`config.mk`:
```
export PLATFORM = sky130hd
export DESIGN_NAME = paec_regs
export DESIGN_NICKNAME = d
export VERILOG_FILES = /design/src/rtl/paec_pkg.sv /design/src/rtl/paec_status_if.sv /design/src/rtl/paec_indicator_mux.sv /design/src/rtl/paec_regs.sv
export SDC_FILE = /design/constraint.sdc
export NUM_CORES = 1
export LEC_CHECK = 0
export BUFFER_PORTS_ARGS = -buffer_cell sky130_fd_sc_hd__buf_2
export CORE_MARGIN = 3
export CORE_UTILIZATION = 40
export CTS_CLUSTER_SIZE = 12
export DETAILED_ROUTE_END_ITERATION = 16
export GPL_TIMING_DRIVEN = 0
export SYNTH_ARGS = -nofsm -noshare
export SYNTH_HDL_FRONTEND = slang
export SYNTH_SLANG_ARGS = --single-unit
```
`constraint.sdc`:
```
create_clock -name clk_i -period 2.1 [get_ports clk_i]
set_input_delay 0.21 -clock clk_i [delete_from_list [all_inputs] [get_ports clk_i]]
set_output_delay 0.21 -clock clk_i [all_outputs]
set_load 0.005 [all_outputs]
```
`src/rtl/paec_pkg.sv`:
```
package paec_pkg;
    // ------------------------------------------------------------
    // register map
    // ------------------------------------------------------------
    localparam logic [4:0] ADDR_EXPANSION = 5'h06;
    localparam logic [4:0] ADDR_INDICATOR = 5'h10;
    localparam logic [15:0] EXPANSION_RESET = 16'h0000;
    localparam logic [15:0] INDICATOR_RESET = 16'h0000;
    // expansion fields
    localparam int EXP_PD_FAULT  = 4;
    localparam int EXP_LP_NP     = 3;
    localparam int EXP_PAGE_RX   = 1;
    localparam int EXP_LP_AN     = 0;
    // indicator config fields
    localparam int CFG_USER_LO   = 12;
    localparam int CFG_TUNE      = 8;
    localparam int CFG_THIRD_LO  = 6;
    localparam int CFG_SECOND_LO = 4;
    localparam int CFG_FIRST_LO  = 2;
    localparam int CFG_ALGO      = 1;
    // ------------------------------------------------------------
    // indicator sources and link timing
    // ------------------------------------------------------------
    typedef enum logic [2:0] {
        SRC_TX, SRC_RX, SRC_LINK, SRC_HALF, SRC_FAST, SRC_COL
    } paec_src_t;
    localparam int CLK_MHZ        = 200;
    localparam int IDLE_WINDOW_US = 1000;
    localparam int IDLE_WINDOW_CYC = IDLE_WINDOW_US * CLK_MHZ;
    localparam int IDLE_RUN       = 12;
    localparam int ERR_LIMIT      = 64;
    localparam int ERR_BLOCK      = 1024;
endpackage

```
`src/rtl/paec_status_if.sv`:
```
`timescale 1ns/1ps
interface paec_status_if;
    logic tx_act;
    logic rx_act;
    logic link;
    logic half;
    logic fast;
    logic col;
    modport src (output tx_act, rx_act, link, half, fast, col);
    modport dst (input  tx_act, rx_act, link, half, fast, col);
endinterface

```
`src/rtl/paec_indicator_mux.sv`:
```
`timescale 1ns/1ps
module paec_indicator_mux
    import paec_pkg::*;
(
    paec_status_if.dst  st,
    input  wire logic [1:0] sel_i,
    input  wire logic [1:0] which_i,
    output logic            led_o
);
    // ------------------------------------------------------------
    // source select per indicator
    // ------------------------------------------------------------
    function automatic logic pick(paec_src_t s, logic t, logic r, logic l,
                                  logic h, logic f, logic c);
        unique case (s)
            SRC_TX:   pick = t;
            SRC_RX:   pick = r;
            SRC_LINK: pick = l;
            SRC_HALF: pick = h;
            SRC_FAST: pick = f;
            default:  pick = c;
        endcase
    endfunction
    paec_src_t src;
    always_comb begin
        unique case (which_i)
            2'h0:    src = paec_src_t'(3'(sel_i));
            2'h1:    src = paec_src_t'(3'(sel_i) + 3'h1);
            default: src = paec_src_t'(3'(sel_i) + 3'h2);
        endcase
        led_o = pick(src, st.tx_act, st.rx_act, st.link, st.half,
                     st.fast, st.col);
    end
endmodule

```
`src/rtl/paec_regs.sv`:
```
`timescale 1ns/1ps
module paec_regs
    import paec_pkg::*;
#(
    parameter int WINDOW_CYC = IDLE_WINDOW_CYC
) (
    input  wire logic        clk_i,
    input  wire logic        rstn_i,
    input  wire logic        ce_i,
    input  wire logic [4:0]  reg_addr_i,
    input  wire logic        reg_wr_i,
    input  wire logic        reg_rd_i,
    input  wire logic [15:0] reg_wdata_i,
    output logic      [15:0] reg_rdata_o,
    input  wire logic        pd_fault_i,
    input  wire logic        lp_np_able_i,
    input  wire logic        code_word_valid_i,
    input  wire logic [15:0] code_word_i,
    input  wire logic        lp_an_able_i,
    input  wire logic        sym_valid_i,
    input  wire logic        sym_idle_i,
    input  wire logic        sym_err_i,
    input  wire logic        signal_ok_i,
    input  wire logic        tx_act_i,
    input  wire logic        rx_act_i,
    input  wire logic        half_i,
    input  wire logic        fast_i,
    input  wire logic        col_i,
    output logic             link_o,
    output logic             tx_fast_rise_o,
    output logic [2:0]       indicator_o
);
    if (WINDOW_CYC < 2) begin : g_bad_window
        $error("window too short");
    end
    localparam int WW = $clog2(WINDOW_CYC + 1);
    // ------------------------------------------------------------
    // state
    // ------------------------------------------------------------
    typedef struct packed {
        logic [1:0]  sync_a;
        logic [1:0]  sync_b;
        logic [1:0]  sync_c;
        logic        pd_lh;
        logic        page_lh;
        logic [15:0] last_word;
        logic [1:0]  match_cnt;
        logic        page_cond;
        logic [15:0] cfg;
        logic [WW-1:0] win_cnt;
        logic [3:0]  idle_cnt;
        logic        idle_ok;
        logic [9:0]  sym_cnt;
        logic [6:0]  err_cnt;
        logic        link;
        logic [15:0] rdata;
        logic [2:0]  leds;
    } paec_state_t;
    paec_state_t q, d;
    paec_status_if st ();
    logic [2:0] led_raw;
    assign st.tx_act = tx_act_i;
    assign st.rx_act = rx_act_i;
    assign st.link   = q.link;
    assign st.half   = half_i;
    assign st.fast   = fast_i;
    assign st.col    = col_i;
    for (genvar g = 0; g < 3; g++) begin : g_led
        paec_indicator_mux u_mux (
            .st      (st),
            .sel_i   (q.cfg[CFG_FIRST_LO + 2*g +: 2]),
            .which_i (2'(g)),
            .led_o   (led_raw[g])
        );
    end
    // ------------------------------------------------------------
    // next state
    // ------------------------------------------------------------
    always_comb begin
        d = q;
        // pins pass two flops before use
        d.sync_a = {q.sync_a[0], pd_fault_i};
        d.sync_b = {q.sync_b[0], lp_np_able_i};
        d.sync_c = {q.sync_c[0], lp_an_able_i};
        // code word run detection
        if (code_word_valid_i) begin
            d.last_word = code_word_i;
            if (code_word_i == q.last_word && q.match_cnt != 2'h0) begin
                if (q.match_cnt != 2'h2)
                    d.match_cnt = q.match_cnt + 2'h1;
            end else begin
                d.match_cnt = 2'h1;
            end
        end
        // third identical word: two matches already counted
        d.page_cond = (q.match_cnt == 2'h2) && code_word_valid_i
                      && code_word_i == q.last_word;
        // latched-high: hold until read, set wins
        if (reg_rd_i && reg_addr_i == ADDR_EXPANSION) begin
            d.pd_lh   = 1'b0;
            d.page_lh = 1'b0;
        end
        if (q.sync_a[1]) d.pd_lh = 1'b1;
        if (d.page_cond) d.page_lh = 1'b1;
        // config writes
        if (reg_wr_i && reg_addr_i == ADDR_INDICATOR) begin
            d.cfg = reg_wdata_i & 16'hF1FE;
        end
        // link monitor
        if (!signal_ok_i) begin
            d.link = 1'b0;
        end else if (q.cfg[CFG_ALGO]) begin
            d.win_cnt = q.win_cnt + WW'(1);
            if (sym_valid_i) begin
                d.idle_cnt = sym_idle_i ? ((q.idle_cnt == 4'(IDLE_RUN))
                             ? q.idle_cnt : q.idle_cnt + 4'h1) : 4'h0;
                if (d.idle_cnt == 4'(IDLE_RUN)) d.idle_ok = 1'b1;
            end
            if (q.win_cnt == WW'(WINDOW_CYC - 1)) begin
                d.link    = q.idle_ok;
                d.win_cnt = '0;
                d.idle_ok = 1'b0;
            end
        end else if (sym_valid_i) begin
            d.sym_cnt = q.sym_cnt + 10'h1;
            if (sym_err_i && q.err_cnt <= 7'(ERR_LIMIT))
                d.err_cnt = q.err_cnt + 7'h1;
            if (d.err_cnt > 7'(ERR_LIMIT)) d.link = 1'b0;
            if (q.sym_cnt == 10'(ERR_BLOCK - 1)) begin
                d.link    = d.err_cnt <= 7'(ERR_LIMIT);
                d.err_cnt = '0;
            end
        end
        // read data
        d.rdata = 16'h0000;
        if (reg_addr_i == ADDR_EXPANSION) begin
            d.rdata[EXP_PD_FAULT] = q.pd_lh;
            d.rdata[EXP_LP_NP]    = q.sync_b[1];
            d.rdata[EXP_PAGE_RX]  = q.page_lh;
            d.rdata[EXP_LP_AN]    = q.sync_c[1];
        end else if (reg_addr_i == ADDR_INDICATOR) begin
            d.rdata = q.cfg;
        end
        d.leds = led_raw;
    end
    // ------------------------------------------------------------
    // registers
    // ------------------------------------------------------------
    always_ff @(posedge clk_i) begin
        if (!rstn_i) begin
            q       <= '0;
            q.cfg   <= INDICATOR_RESET;
            q.rdata <= EXPANSION_RESET;
        end else if (ce_i) begin
            q <= d;
        end
    end
    assign reg_rdata_o    = q.rdata;
    assign link_o         = q.link;
    assign tx_fast_rise_o = q.cfg[CFG_TUNE];
    assign indicator_o    = q.leds;
endmodule

```
# Word-level counts from Yosys, hierarchy flattened
# Cells that the tools add are included.
# totals
ff_bits	98
latch_bits	0
ram_bits	0
rom_bits	0
output_inout_bits	21
mem_count	0
# classes
add_sub_neg	7
n_mul	0
n_div	0
order_cmp	3
eq_ne	24
n_shift	0
mux	29
n_bitwise	1
reduce_logical	24
# op_table
operator	count
$mux W7	4
$add A18 B1 Y18 const B	1
$eq A18 B18 Y1 const B	1
$mux W18	1
$eq A16 B16 Y1	1
$mux W16	1
$le A7 B7 Y1 const B	2
$eq A3 B2 Y1 const B	4
$reduce_and A4 Y1	3
$mux W1	11
$mux W11	1
$add A10 B1 Y10 const B	1
$eq A10 B10 Y1 const B	1
$mux W2	5
$pmux W1 S5	2
$reduce_bool A2 Y1	5
$logic_not A3 Y1	3
$eq A4 B4 Y1 const B	2
$mux W4	2
$mux W8	1
$reduce_and A2 Y1	4
$add A7 B1 Y7 const B	1
$gt A7 B7 Y1 const B	1
$eq A2 B2 Y1 const B	3
18 further kinds	27

# Longest topological paths before layout
# logic_depth
ltp_word	12
ltp_mapped	8
ltp_nobuf	8

# Hierarchy
# Synthesis repeated with hierarchy kept, for this count alone.
# hier_totals
cells_unflattened	620
hier_area_um2	5098.6
# modules_own_cells
module	n_inst	cells_each	area_per_inst_um2	seq_area_each_um2
paec_regs	1	530	4430.5	1901.8
paec_indicator_mux	3	30	222.7	0.0

# Worst setup path before layout
# OpenSTA, ideal clock, no wires.
# synth_timing
kind	register to register
startpoint	register q[51] (netlist bit)
endpoint	register q[48] (netlist bit)
setup_time_ns	0.117
arrival_ns	1.660
required_ns	1.983
setup_slack_ns	0.323
stages_incl_launch_ff	7
path_buffers	1
synth_period_minus_slack_ns	1.777
cell_sequence	dfxtp_1 or4b_1 nor4_1 nand2_1 nand2_1 buf_2 nor2_1
# synth_via
elab_chain_cells	2
# synth_rtl
item	line_no	source
start, declared	paec_regs.sv:59	paec_state_t q, d;
$eq A18 B18 Y1	paec_regs.sv:119	if (q.win_cnt == WW'(WINDOW_CYC - 1)) begin
$mux W18	paec_regs.sv:119	
# Every way passes these cells.
# A chain may end at the register's enable or synchronous reset.

# Worst setup path in the final report
# layout_timing
startpoint	register q[58] (netlist bit)
endpoint	register q[49] (netlist bit)
# The elaborated chain is that of the path after synthesis.

==> results.json <==
{
  "min_path_type": "in -> reg",
  "root_buffer": "clkbuf_16",
  "r2r_start": "q[58]",
  "design.die.area_um2": 12600,
  "final_cells": 745,
  "powerDensity_nw_per_um2": 699,
  "critPathCapture": "q[49]",
  "area_growth_pct": 18.9,
  "via_per_inst": 5.06,
  "drtPass1Iterations": 6,
  "path_clk_slew_ns": 0.07,
  "synth_edf_count": 0,
  "worst-slew-pin-transition_ns": 0.669,
  "crit_start": "q[58]",
  "rsz0062_at_grt": "no",
  "diodes": 0,
  "synth_flop_cell": "dfxtp_1",
  "reg2reg_slack_ns": 0.19,
  "antenna_found_initial": 0,
  "cts_tree": "done",
  "port_buffers": 66,
  "core-area_um2": 10900,
  "vias": 3770,
  "rows": 38,
  "grt_pass1_vias": 3648,
  "crit_arrival_ns": 2.14,
  "criticalPathCategory": "reg -> reg",
  "slew_headroom_pct": 55.4,
  "grt_pass1_wl_um": 17000,
  "reg2reg_depth": 6,
  "required_ns": 2.33,
  "first_iter_violations": 127,
  "synth_seq_cells": 95,
  "yosys_warnings": 0,
  "cp-end-kind": "flip-flop",
  "syn-cell-area_um2": 4500,
  "multi_input_area_um2": 2360,
  "crit_path_max_fanout": 10,
  "cap_violations": 0,
  "setup_viol": 0,
  "cts.sinks": 95,
  "timing.rr.end": "q[49]",
  "cts_max_path_buffers": 2,
  "async_flop_share_pct": 0,
  "fin_crit_sh_pct": 91.0,
  "ys_seq_area_share_pct": 42.2,
  "die_h_um": 112,
  "initial_utilization_pct": 41.2,
  "ant_nets": 0,
  "run_status": "finished, final reports clean",
  "fin_ws_ns": 0.189,
  "critPathLaunchType": "flip-flop",
  "pre_cts_slack_ns": -0.0542,
  "routedWlPerCell_um": 13.2,
  "fin_nets": 663,
  "wl_um": 9820,
  "leakagePower_nw": 2.02,
  "synthDistinctLibCells": 46,
  "dp_hpwl_um": 7290,
  "power_mw": 3.74,
  "drive_above_1_share_pct": 19.8,
  "grt_max_degree": 16,
  "dp_cells": 729,
  "ios": 76,
  "seq_area_um2": 1900,
  "finalHoldViolCount": 0,
  "utilization_pct": 48.9,
  "numCtsBuffers": 9,
  "htree_levels": 3,
  "grtUsageTotal_pct": 16.5,
  "hold_buffers": 0,
  "avgSynthCellArea_um2": 8.64,
  "max_freq_mhz": 523,
  "fillers": 1078,
  "post-cts-setup-buffers": 0,
  "final_max_slew_viol_count": 0,
  "ir_worst_vdd_uv": 627,
  "routabilityCongestion": 0.832,
  "min_period_ns": 1.91,
  "synthCells": 521,
  "drc": 0,
  "fin_worst_skew_ns": 0.00585,
  "clkLatencyLatePin_ns": 0.34,
  "die_w_um": 112,
  "grt_overflow": 0
}
-- final cells by class --
class | instances | share of cell area (%)
clock buffers | 10 | 4.47
well taps | 140 | 3.27
clock inverters | 6 | 1.12
flip-flops and latches | 95 | 35.6
inverters | 13 | 0.912
plain buffers | 40 | 4.35
multi-input cells | 375 | 44.1
repair buffers | 66 | 6.17
-- registers in the layout, indices dropped and copies added (netlist names) --
name,count
link_o,1
d,3
indicator_o,3
tx_fast_rise_o,1
reg_rdata_o,13
q,74
-- power by group --
part	internal (mW)	switching [mW]
clock	0.948	0.680
combinational	0.122	0.138
sequential	1.83	0.0207
total	2.90	0.839
-- critical path, cell delays in order (launching register included) --
cell and delay (ns):
dfxtp_1 0.36, or4bb_1 0.55, nor4_4 0.33, nand2_1 0.10, nand2_2 0.17, clkbuf_4 0.24
nor2_1 0.06
-- per-layer routing --
metal,share of wire (%),GRT usage (%)
met5,0,0
met4,1.7,6.01
met3,4.1,4.53
met2,48,27.5
met1,46,20.5
-- how the worst min path moves through the flow --
stage | endpoint | start | slack, ns | cells past startpoint
3_3_place_gp | q[73] | q[73] | 0.45 | 2
3_5_place_dp | q[75] | q[75] | 0.45 | 2
2_1_floorplan | q[88] | code_word_i[9] | 0.35 | 2
4_1_cts | tx_fast_rise_o | reg_wdata_i[8] | 0.10 | 3
6_report | q[75] | reg_wdata_i[15] | 0.11 | 3
5_1_grt | tx_fast_rise_o | reg_wdata_i[8] | 0.11 | 3
-- synth_stat cells, types with 2 or more instances --
library cell / n / area [um^2]
a211oi_1: 3 / 22.5
a21boi_0: 12 / 90.1
a21boi_1: 12 / 90.1
a21oi_1: 22 / 110
a222oi_1: 3 / 30.0
a22oi_1: 13 / 97.6
a311oi_1: 2 / 17.5
a31oi_1: 3 / 18.8
and2_1: 7 / 43.8
and3_1: 5 / 31.3
buf_2: 4 / 20.0
buf_4: 20 / 150
clkbuf_1: 16 / 60.1
dfxtp_1: 95 / 1900
ha_1: 8 / 100
inv_1: 11 / 41.3
inv_2: 2 / 7.51
mux2i_1: 11 / 110
mux4_2: 3 / 67.6
nand2_1: 74 / 278
nand3_1: 35 / 175
nand4_1: 11 / 68.8
nor2_1: 38 / 143
nor2b_1: 25 / 156
nor3_1: 10 / 50.1
nor4_1: 4 / 25.0
o21ai_0: 10 / 50.1
or3_1: 3 / 18.8
or4bb_1: 2 / 22.5
xnor2_1: 30 / 263
xor2_1: 12 / 105
-- cells in the final DEF, fill, tap and decap left out, drive strengths merged, types with 22 or more instances in the layout --
cell type | Yosys | routed
nor2 | 38 | 38
nand2 | 74 | 74
buf | 24 | 89
a21boi | 24 | 24
a21oi | 22 | 22
dfxtp | 95 | 95
nand3 | 36 | 36
nor2b | 25 | 25
clkbuf | 16 | 27
xnor2 | 30 | 30
-- kinds of logic (layout without fill, tap and decap cells) --
| kind of cell | count (synthesis) | after routing | synth area share, % |
|---|---|---|---|
| buf+inv | 53 | 135 | 6.20 |
| mux | 14 | 14 | 3.95 |
| compound gates | 87 | 87 | 13.0 |
| other cells | 1 | 3 | 0.0833 |
| simple gates | 221 | 221 | 24.2 |
| fa+ha+maj | 8 | 8 | 2.22 |
| flops | 95 | 95 | 42.2 |
| xor+xnor | 42 | 42 | 8.17 |
-- per-stage QoR --
stage | instance area (um^2) | hold WS [ns] | TNS, ns
after global routing | 5350 | 0.106 | 0
after CTS | 5330 | 0.102 | 0
final | 5350 | 0.112 | 0
after global placement | 5010 | 0.446 | -0.412
after detailed placement | 5010 | 0.450 | -0.264
after floorplan | 4510 | 0.346 | 0
-- what timing repair did --
action / CTS / global route
endpoints found under the setup margin: 11 / 15
pin swaps: 0 / 0
resized for setup: 2 / 7
gates cloned: 0 / 0
No activity file was read; power rests on OpenSTA's default activity.
